===== config.mk =====
export PLATFORM = sky130hd
export DESIGN_NAME = can_bit_segment_config
export DESIGN_NICKNAME = d
export VERILOG_FILES = /design/src/core/can_bit_timing_pkg.sv /design/src/core/quantum_divider.sv /design/src/core/can_bit_segment_config.sv
export SDC_FILE = /design/constraint.sdc
export NUM_CORES = 1
export LEC_CHECK = 0
export BUFFER_PORTS_ARGS = -buffer_cell sky130_fd_sc_hd__buf_2
export CAP_MARGIN = 20
export CORE_UTILIZATION = 55
export CTS_CLUSTER_DIAMETER = 80
export CTS_CLUSTER_SIZE = 24
export DETAILED_ROUTE_END_ITERATION = 16
export PLACE_DENSITY = 0.76
export SLEW_MARGIN = 20
export SYNTH_ARGS = -nofsm -noshare
export SYNTH_HDL_FRONTEND = slang
export SYNTH_SLANG_ARGS = --single-unit

===== constraint.sdc =====
create_clock -name ref_clk_i -period 3.35 [get_ports ref_clk_i]
set_input_delay 0.335 -clock ref_clk_i [delete_from_list [all_inputs] [get_ports ref_clk_i]]
set_output_delay 0.335 -clock ref_clk_i [all_outputs]
set_load 0.05 [all_outputs]

===== src/core/can_bit_timing_pkg.sv =====
// constants, register layouts and types shared by the bit segment configuration block
// Function
// - with phase2_source_select set phase segment 2 uses phase2_length, otherwise the larger of phase 1 and the processing time.
// - with triple_sample_select set the bus line is sampled three times up to the sample point, otherwise once at it.
// - phase1_length code n gives a phase segment 1 of n plus one time quanta, 1 to 8.
// - propagation_length code n gives a propagation segment of n plus one time quanta, 1 to 8.
// - the bit timing registers are reachable only in configuration mode, and software enters that mode before changing them.
// - one time quantum lasts two times quantum_prescaler plus two clock periods.
// - phase2_length is ignored while phase2_source_select is clear.
package can_bit_timing_pkg;

    ////////////////////////////////////////////////////////////////////////////
    // register map, byte offsets on the plain register port
    localparam int          ADDR_W       = 4;
    localparam int          DATA_W       = 8;
    localparam logic [3:0]  OFS_CTL1     = 4'h0;   // quantum_prescaler
    localparam logic [3:0]  OFS_CTL2     = 4'h1;   // bit_timing_control_2
    localparam logic [3:0]  OFS_CTL3     = 4'h2;   // phase2_length
    localparam logic [3:0]  OFS_STATUS   = 4'h3;   // segment state, last bit

    // values after reset
    localparam logic [5:0]  PRESC_RESET  = 6'h00;
    localparam logic [7:0]  CTL2_RESET   = 8'h00;
    localparam logic [2:0]  PH2_RESET    = 3'h0;

    // field sizes and timing
    localparam int          PRESC_W      = 6;
    localparam int          SEG_W        = 3;
    localparam logic [3:0]  IPT_TQ       = 4'h2;   // processing time in quanta

    ////////////////////////////////////////////////////////////////////////////
    // bit 7 source select, bit 6 triple, bits 5:3 phase 1, bits 2:0 propagation
    typedef struct packed
    {
        logic               phase2_source_select;
        logic               triple_sample_select;
        logic [SEG_W-1:0]   phase1_length;
        logic [SEG_W-1:0]   propagation_length;
    } ctl2_t;

    typedef struct packed
    {
        logic [3:0]         zero;
        logic               rx_bit;
        logic [1:0]         segment;
        logic               running;
    } status_t;

    typedef struct packed
    {
        logic [ADDR_W-1:0]  addr;
        logic [DATA_W-1:0]  wdata;
        logic               wr;
        logic               rd;
    } reg_req_t;

    typedef enum logic [1:0] {SEG_SYNC, SEG_PROP, SEG_PH1, SEG_PH2} seg_t;

endpackage


===== src/core/quantum_divider.sv =====
// time quantum enable divider from the reference clock
`timescale 1ns/1ns
module quantum_divider
    import can_bit_timing_pkg::*;
#(
    parameter int W = PRESC_W
)
(
    input  wire logic         ref_clk_i,
    input  wire logic         rst_i,
    input  wire logic         run_i,
    input  wire logic [W-1:0] presc_i,
    output logic              tick_o
);

    generate
        if (W < 1 || W > 8)
        begin : g_bad_width
            $error("quantum_divider width out of range");
        end
    endgenerate

    logic [W:0] cnt_ff;
    logic       tick_ff;
    logic [W:0] last;

    // period is 2*(presc+1) clocks: last count is 2*presc+1
    assign last = {presc_i, 1'b1};

    ////////////////////////////////////////////////////////////////////////////
    // held at zero while stopped so the first quantum is full length
    always_ff @(posedge ref_clk_i or posedge rst_i)
    begin
        if (rst_i)
        begin
            cnt_ff  <= '0;
            tick_ff <= 1'b0;
        end
        else if (!run_i)
        begin
            cnt_ff  <= '0;
            tick_ff <= 1'b0;
        end
        else if (cnt_ff == last)
        begin
            cnt_ff  <= '0;
            tick_ff <= 1'b1;
        end
        else
        begin
            cnt_ff  <= cnt_ff + 1'b1;
            tick_ff <= 1'b0;
        end
    end

    assign tick_o = tick_ff;

endmodule


===== src/core/can_bit_segment_config.sv =====
// bit segment configuration register and the bit timing sequencer it steers
`timescale 1ns/1ns
module can_bit_segment_config
    import can_bit_timing_pkg::*;
(
    input  wire logic              ref_clk_i,
    input  wire logic              rst_i,
    input  wire reg_req_t          reg_req_i,
    input  wire logic              config_mode_i,
    input  wire logic              bus_rx_i,
    output logic [DATA_W-1:0]      rd_data_o,
    output logic                   sample_o,
    output logic                   rx_bit_o
);

    ////////////////////////////////////////////////////////////////////////////
    // declarations
    logic [PRESC_W-1:0] presc_ff;
    ctl2_t              ctl2_ff;
    logic [SEG_W-1:0]   ph2_ff;
    seg_t               seg_ff;
    seg_t               nxt_seg;
    logic [3:0]         q_cnt_ff;
    logic [3:0]         seg_last;
    logic [3:0]         ph2_last;
    logic [3:0]         auto_last;
    logic [1:0]         hist_ff;
    logic               tq_tick;
    logic               running;
    logic               seg_end;
    logic               sample_pt;
    logic               sample_ff;
    logic               rx_bit_ff;
    logic [DATA_W-1:0]  rd_data_ff;
    logic [DATA_W-1:0]  nxt_rd_data;
    status_t            status;

    // timing runs only outside configuration mode
    assign running = !config_mode_i;

    ////////////////////////////////////////////////////////////////////////////
    // decoding for the read path and the majority vote of the triple sample
    function automatic logic is_cfg_reg(input logic [ADDR_W-1:0] a);
        is_cfg_reg = (a == OFS_CTL1) || (a == OFS_CTL2) || (a == OFS_CTL3);
    endfunction

    function automatic logic majority(input logic [2:0] v);
        majority = (v[0] & v[1]) | (v[0] & v[2]) | (v[1] & v[2]);
    endfunction

    ////////////////////////////////////////////////////////////////////////////
    // register writes, dropped outside configuration mode so that timing
    // cannot shift under a frame in progress
    always_ff @(posedge ref_clk_i or posedge rst_i)
    begin
        if (rst_i)
        begin
            presc_ff <= PRESC_RESET;
        end
        else if (reg_req_i.wr && config_mode_i && reg_req_i.addr == OFS_CTL1)
        begin
            presc_ff <= reg_req_i.wdata[PRESC_W-1:0];
        end
    end

    always_ff @(posedge ref_clk_i or posedge rst_i)
    begin
        if (rst_i)
        begin
            ctl2_ff <= ctl2_t'(CTL2_RESET);
        end
        else if (reg_req_i.wr && config_mode_i && reg_req_i.addr == OFS_CTL2)
        begin
            ctl2_ff <= ctl2_t'(reg_req_i.wdata);
        end
    end

    always_ff @(posedge ref_clk_i or posedge rst_i)
    begin
        if (rst_i)
        begin
            ph2_ff <= PH2_RESET;
        end
        else if (reg_req_i.wr && config_mode_i && reg_req_i.addr == OFS_CTL3)
        begin
            ph2_ff <= reg_req_i.wdata[SEG_W-1:0];
        end
    end

    ////////////////////////////////////////////////////////////////////////////
    // read path: config registers read zero outside configuration mode
    assign status = '{zero: 4'h0, rx_bit: rx_bit_ff, segment: seg_ff, running: running};

    always_comb
    begin
        nxt_rd_data = '0;
        if (reg_req_i.rd)
        begin
            if (is_cfg_reg(reg_req_i.addr) && !config_mode_i)
                nxt_rd_data = '0;
            else if (reg_req_i.addr == OFS_CTL1)
                nxt_rd_data = {2'h0, presc_ff};
            else if (reg_req_i.addr == OFS_CTL2)
                nxt_rd_data = ctl2_ff;
            else if (reg_req_i.addr == OFS_CTL3)
                nxt_rd_data = {5'h00, ph2_ff};
            else if (reg_req_i.addr == OFS_STATUS)
                nxt_rd_data = status;
            else
                nxt_rd_data = '0;
        end
    end

    // data stands only in the cycle after the read strobe
    always_ff @(posedge ref_clk_i or posedge rst_i)
    begin
        if (rst_i)
            rd_data_ff <= '0;
        else
            rd_data_ff <= nxt_rd_data;
    end

    ////////////////////////////////////////////////////////////////////////////
    // time quantum enable
    quantum_divider #(.W(PRESC_W)) u_quantum_divider
    (
        .ref_clk_i (ref_clk_i),
        .rst_i     (rst_i),
        .run_i     (running),
        .presc_i   (presc_ff),
        .tick_o    (tq_tick)
    );

    ////////////////////////////////////////////////////////////////////////////
    // segment lengths minus one; phase 2 length field is not even looked at
    // in automatic mode
    assign auto_last = ({1'b0, ctl2_ff.phase1_length} + 4'h1 > IPT_TQ) ?
                       {1'b0, ctl2_ff.phase1_length} : IPT_TQ - 4'h1;
    assign ph2_last  = ctl2_ff.phase2_source_select ? {1'b0, ph2_ff} : auto_last;

    always_comb
    begin
        case (seg_ff)
            SEG_SYNC: seg_last = 4'h0;
            SEG_PROP: seg_last = {1'b0, ctl2_ff.propagation_length};
            SEG_PH1:  seg_last = {1'b0, ctl2_ff.phase1_length};
            SEG_PH2:  seg_last = ph2_last;
            default:  seg_last = 4'h0;
        endcase
    end

    assign seg_end   = tq_tick && (q_cnt_ff == seg_last);
    assign sample_pt = seg_end && (seg_ff == SEG_PH1);

    always_comb
    begin
        case (seg_ff)
            SEG_SYNC: nxt_seg = SEG_PROP;
            SEG_PROP: nxt_seg = SEG_PH1;
            SEG_PH1:  nxt_seg = SEG_PH2;
            SEG_PH2:  nxt_seg = SEG_SYNC;
            default:  nxt_seg = SEG_SYNC;
        endcase
    end

    // segment sequencer, parked in sync while configuring
    always_ff @(posedge ref_clk_i or posedge rst_i)
    begin
        if (rst_i)
        begin
            seg_ff   <= SEG_SYNC;
            q_cnt_ff <= 4'h0;
        end
        else if (!running)
        begin
            seg_ff   <= SEG_SYNC;
            q_cnt_ff <= 4'h0;
        end
        else if (seg_end)
        begin
            seg_ff   <= nxt_seg;
            q_cnt_ff <= 4'h0;
        end
        else if (tq_tick)
        begin
            q_cnt_ff <= q_cnt_ff + 4'h1;
        end
    end

    ////////////////////////////////////////////////////////////////////////////
    // bus line history at quantum edges for the triple sample; majority
    // voting filters a single glitchy quantum without delaying the sample point or the result
    always_ff @(posedge ref_clk_i or posedge rst_i)
    begin
        if (rst_i)
            hist_ff <= 2'h3;
        else if (tq_tick)
            hist_ff <= {hist_ff[0], bus_rx_i};
    end

    always_ff @(posedge ref_clk_i or posedge rst_i)
    begin
        if (rst_i)
        begin
            sample_ff <= 1'b0;
            rx_bit_ff <= 1'b1; // recessive
        end
        else
        begin
            sample_ff <= sample_pt;
            if (sample_pt)
                rx_bit_ff <= ctl2_ff.triple_sample_select ?
                             majority({hist_ff, bus_rx_i}) : bus_rx_i;
        end
    end

    assign rd_data_o = rd_data_ff;
    assign sample_o  = sample_ff;
    assign rx_bit_o  = rx_bit_ff;

    logic [PRESC_W:0] gap_ff;
    logic             gap_ok_ff;

    // cycles since the previous quantum tick
    always_ff @(posedge ref_clk_i or posedge rst_i)
    begin
        if (rst_i)
        begin
            gap_ff    <= '0;
            gap_ok_ff <= 1'b0;
        end
        else if (!running)
        begin
            gap_ff    <= '0;
            gap_ok_ff <= 1'b0;
        end
        else if (tq_tick)
        begin
            gap_ff    <= '0;
            gap_ok_ff <= 1'b1;
        end
        else
        begin
            gap_ff <= gap_ff + 1'b1;
        end
    end
endmodule


# == Word level (Yosys, flattened, before mapping) ==
# Index checks and enable logic that the tools add are counted.
# word_totals
regBits,43
input_bits,18
output_inout_bits,10
elab_cells,65
# classes
addsub,3
order_cmp,1
n_eq_ne,8
n_mux,20
n_bitwise,5
n_reduce_logical,14
# op_table
cell,count
two-way mux 8 bit,4
two-way mux 4 bit,5
case mux 4 bit (4 select lines),1
two-way mux 7 bit,2
"== test 4 x 2 -> 1 bit, second input constant",2
case mux 2 bit (4 select lines),1
"adder 7 x 1 -> 7 bit, second input constant",1
== test 7 bit,1
logical AND 1 bit,7
two-way mux 3 bit,2
"adder 3 x 1 -> 4 bit, second input constant",1
"adder 4 x 1 -> 4 bit, second input constant",1
"== test 2 bit, second input constant",2
"== test 4 x 1 -> 1 bit, second input constant",1
== test 4 bit,1
"greater-than comparator 4 x 2 -> 1 bit, second input constant",1
logical NOT 4 bit,1
two-way mux 2 bit,2
bitwise AND 1 bit,3
two-way mux 1 bit,3
nonzero test 3 bit,1
"== test 2 x 1 -> 1 bit, second input constant",1
logical NOT 2 bit,1
logical OR 1 bit,2
3 further kinds,4

# == Longest topological paths before layout ==
# depth
depth_word,9
depth_mapped,9
depth_no_buf,8

# == Modules after synthesis ==
# Synthesis repeated with hierarchy kept, for this count alone.
# hier_totals
cells_unflattened,212
area_unflattened_um2,2362.3
# by_module_without_submodules
mod,instances,cells_each,area_per_inst_um2,seq_area_each_um2
can_bit_segment_config,1,167,1881.8,879.6
quantum_divider,1,45,480.5,200.2

# == Worst setup path before layout ==
# No wires, ideal clock.
# synth_path
path_type,register to register
start,register ctl2_ff[3] in the netlist's numbering
end,register rx_bit_ff (netlist: rx_bit_o)
setup_time_ns,0.082
arrival_time_ns,2.195
required_ns,3.268
path_slack_ns,1.073
path_stages_with_launch,8
n_path_buf,0
synth_period_minus_slack_ns,2.277
path_cell_list,dfrtp_1 > ha_1 > xor2_1 > o21a_1 > or4_4 > a22oi_4 > and3_4 > mux2_4
# synth_between
elab_chain_cells,8
# synth_rtl
element,line_no,source
from (decl),can_bit_segment_config.sv:19,ctl2_t ctl2_ff;
from (signal assigned),can_bit_segment_config.sv:70,ctl2_ff <= ctl2_t'(CTL2_RESET);
from (signal assigned),can_bit_segment_config.sv:74,ctl2_ff <= ctl2_t'(reg_req_i.wdata);
adder 3 x 1 -> 4 bit,can_bit_segment_config.sv:137,"assign auto_last = ({1'b0, ctl2_ff.phase1_length} + 4'h1 > IPT_TQ) ?"
greater-than comparator 4 x 2 -> 1 bit,can_bit_segment_config.sv:137,
two-way mux 3 bit,can_bit_segment_config.sv:137,
two-way mux 3 bit,can_bit_segment_config.sv:139,"assign ph2_last = ctl2_ff.phase2_source_select ? {1'b0, ph2_ff} : auto_last;"
case mux 4 bit (4 select lines) *,can_bit_segment_config.sv:143,case (seg_ff)
== test 4 bit *,can_bit_segment_config.sv:152,assign seg_end = tq_tick && (q_cnt_ff == seg_last);
logical AND 1 bit *,can_bit_segment_config.sv:152,
logical AND 1 bit *,can_bit_segment_config.sv:153,assign sample_pt = seg_end && (seg_ff == SEG_PH1);
net sample_pt,can_bit_segment_config.sv:31,logic sample_pt;
to (signal assigned),can_bit_segment_config.sv:212,rx_bit_ff <= ctl2_ff.triple_sample_select ?
to (decl),can_bit_segment_config.sv:33,logic rx_bit_ff;
# Mark *: on every way through the listed nets, which the timed path passes. The rest lies on a longest branch. The select of a mux whose other input is x is not followed.
# A chain may end at the register's enable or synchronous reset.

# == Worst setup path in the final report ==
# layout_path
start,register ctl2_ff[4] in the netlist's numbering
end,register seg_ff[1]
# layout_between
elab_chain_cells,8
# layout_rtl
element,line_no,source
adder 3 x 1 -> 4 bit,can_bit_segment_config.sv:137,
greater-than comparator 4 x 2 -> 1 bit,can_bit_segment_config.sv:137,
two-way mux 3 bit,can_bit_segment_config.sv:137,
two-way mux 3 bit,can_bit_segment_config.sv:139,
case mux 4 bit (4 select lines) *,can_bit_segment_config.sv:143,
== test 4 bit *,can_bit_segment_config.sv:152,
logical AND 1 bit *,can_bit_segment_config.sv:152,
nonzero test 2 bit (no line) *,n/a,
to (signal assigned),can_bit_segment_config.sv:181,seg_ff <= nxt_seg;
to (decl),can_bit_segment_config.sv:21,seg_t seg_ff;
# Every way passes the cells marked *; elsewhere a longest branch is shown, timed or not. The select of a mux whose other input is x is not followed.

==> summary.md <==
| Metric | Value |
|---|---|
| Status | `finished, final reports clean` |
| #FFs+latches synth | `43` |
| Critical-path cell list | `inv_1 -> ha_1 -> nor2_1 -> o21a_1 -> or4_4 -> a22oi_4 -> and2_1 -> mux2i_1` |
| Final period utilization | `72.2%` |
| Syn_area_per_cell | `11.2 um2` |
| Sequential share of the synthesized area | `48.1%` |
| Port bufs | `27` |
| Diodes inserted | `0` |
| RSZ-0062 raised after global routing | `false` |
| Crit path max-delay family | `simple AND/OR/NAND/NOR gates` |
| Initial antenna violation count | `0` |
| Overall Global Routing Usage | `24.4%` |
| Worst slew margin | `46.6%` |
| CP bufs+invs | `1` |
| Critical path class | `flip-flop to flip-flop` |
| Final Hold Fails | `0` |
| Crit Path Max Fanout | `6` |
| Overflow after GRT | `0` |
| P_leak | `around 1.2 nW` |
| Cells after Synth | `200` |
| Number of stages on the worst setup path | `8` |
| CTS tree | `done` |
| Die area | `4340 um2` |
| Cell variety after synth | `45` |
| EDFF count, synth | `0` |
| Max_cap viols | `0` |
| Max-slew violation count | `0` |
| Ys flop type | `dfrtp_1` |
| Reg2Reg Setup Slack | `0.93 ns` |
| Vias/cell | `approximately 5.7` |
| Layout Nets | `between 200 and 300` |
| Antenna-violating nets left | `0` |
| CTS Buf Count | `5` |
| Core ar. | `3800 um2` |
| Via Count | `1591` |
| Largest area contributor in the netlist | `dfrtp_1` |
| Final GP Congestion | `between 0.8 and 0.9` |
| CTS Sinks | `43` |
| I/O pins | `28` |
| Share of the synthesized area in the top cell type | `44.6%` |
| WL final | `4340 um` |
| Initial Utilization | `between 50% and 60%` |
| R2R cell count | `8` |
| Max Freq | `0.413 GHz` |
| Critical-path top delay cell | `or4_4` |
| Post-CTS setup buffer count | `0` |
| Total nets after synthesis | `226` |
| Hold Crit Class | `input pin to async pin` |
| PwrDens | `496 nW/um2` |
| DR iter-0 viols | `81` |
| Worst EP arrival | `about 2.7 ns` |
| Crit path largest cell delay | `0.52 ns` |
| Horiz. Die Dim | `around 66 um` |
| Drt pass-1 iters | `4` |
| Setup violations, final | `0` |
| RR Endpoint | `seg_ff[1]` |
| Slew @ Worst Pin | `0.798 ns` |
| Ratio of cells with drive above 1 in the final layout | `roughly 28%` |
| First-pass GRT wire length | `~7600 um` |
| Async SR Flop Fraction | `100%` |
| CP Capture Type | `flip-flop` |
| Startpoint type of the worst setup path | `flip-flop` |
| Die H | `65.9 um` |
| H-tree depth | `2` |
| Post-cts sizing count | `0` |
| Rows | `22` |
| Data required, critical path | `around 3.6 ns` |
| Clk_lat worst skew | `approximately 0.30 ns` |
| Peak supply drop | `0.385 mV` |
| Vias in the first global route | `1566` |
| Clk_skew | `0.00338 ns` |
| CTS hold repair buffers | `0` |
| Clock slew at the register clock pins of the worst setup and hold paths | `0.08 ns` |
| WL/cell | `15.6 um` |
| Dpl hpwl | `3220 um` |
| Area growth syn-to-layout | `12.2%` |
| Min Clock Period, post-route | `2.42 ns` |
| CTS root buffer | `clkbuf_8` |
| Remaining DRCs | `0` |
| Netlist Area Pre-Place | `around 2200 um2` |
| Synth top area cells | `dfrtp_1 45%, mux2_2 9.0%, ha_1 4.5%` |
| Worst r2r src | `ctl2_ff[4]` |
| Largest net degree at the start of global routing | `44` |
| Layout Utilization | `66.3%` |
| Bufs on Longest Clock Path | `2` |
| Yosys Warn Count | `0` |
| Total negative slack | `0 ns` |
-- tightest hold or removal path: stages --
cell   delay [ns]
buf_2        0.09
inv_1        0.04
buf_4        0.44
-- worst max path at each step --
stage                end       start  slack (ns)
2_1_floorplan   rx_bit_o  ctl2_ff[3]        1.07
3_3_place_gp    rx_bit_o  ctl2_ff[3]        1.01
3_5_place_dp   seg_ff[1]  ctl2_ff[4]        0.96
4_1_cts        seg_ff[1]  ctl2_ff[3]        0.94
5_1_grt        seg_ff[1]  ctl2_ff[3]        0.82
6_report       seg_ff[1]  ctl2_ff[4]        0.93
-- cells in the mapped netlist (2+ instances only) --
cell,count
dfrtp_1,40
o21ai_0,3
nand4_1,2
mux2i_1,4
nand3b_1,4
mux2_2,18
dfstp_2,3
nor3_1,7
xnor2_1,7
nor2_1,19
inv_1,6
nand2b_1,5
xor2_1,8
or3_1,3
nand3_1,6
nor2b_1,5
ha_1,8
and3_1,4
clkbuf_1,4
a22oi_1,2
o211ai_1,2
mux4_2,2
a211oi_1,2
a21oi_1,8
nand2_1,8
-- cell type report --
cell class,instances,area [um2]
fill,315,1280
sequential,43,1080
tap,48,60.1
clock inverter,1,7.51
timing repair buffer,28,143
multi-input combinational,145,1110
inverter,6,22.5
clock buffer,7,96.3
-- sequential cells by signal (all words and copies together) (netlist names) --
register	cells
q_cnt_ff	4
presc_ff	6
ph2_ff	3
rd_data_o	8
u_quantum_divider.cnt_ff	7
seg_ff	2
u_quantum_divider.tick_o	1
hist_ff	2
ctl2_ff	8
rx_bit_o	1
sample_o	1
-- layout by cell type, fill, tap and decap left out, types with 8 or more instances in the layout --
master,synthesis,layout
nor2_1,19,19
mux2_2,18,18
xor2_1,8,8
buf_2,0,27
dfrtp_1,40,40
nand2_1,8,8
ha_1,8,8
a21oi_1,8,8
-- layer usage --
metal | up-vias | part of all wire, % | global-route usage (%)
li1 | 771 | - | -
met1 | 755 | 47 | 33.6
met2 | 56 | 44 | 36.1
met3 | 9 | 6.2 | 6.03
met4 | 0 | 2.2 | 10.9
met5 | - | 0 | 0
-- report_power, final --
| group | total, mW | internal, mW | switching [mW] |
|---|---|---|---|
| Clock | 0.364 | 0.187 | 0.176 |
| Combinational | 0.227 | 0.120 | 0.107 |
| Sequential | 0.659 | 0.588 | 0.0705 |
| Total | 1.25 | 0.896 | 0.354 |
-- per-stage QoR --
stage          area, um2  instances  power (mW)  hold slack [ns]  worst slack [ns]
3_3_place_gp        2410        270       0.884            0.486              1.01
3_5_place_dp        2410        270       0.896            0.485             0.955
6_report            2520        278        1.25            0.153             0.931
5_1_grt             2520        278        1.32            0.232             0.822
4_1_cts             2520        278        1.26            0.172             0.940
2_1_floorplan       2240        200       0.827            0.446              1.07
-- cells by family after synthesis --
| kind of cell | count (synthesis) | share of synthesized area [%] |
|---|---|---|
| and+or+nand+nor | 71 | 17.1 |
| DFF | 43 | 48.1 |
| AOI/OAI and AO/OA | 26 | 8.47 |
| muxes | 25 | 13.5 |
| xor gates and xnor gates | 15 | 5.85 |
| buffers and inverters | 12 | 2.51 |
| adders and majority gates | 8 | 4.46 |
(Power assumes the default switching activity.)
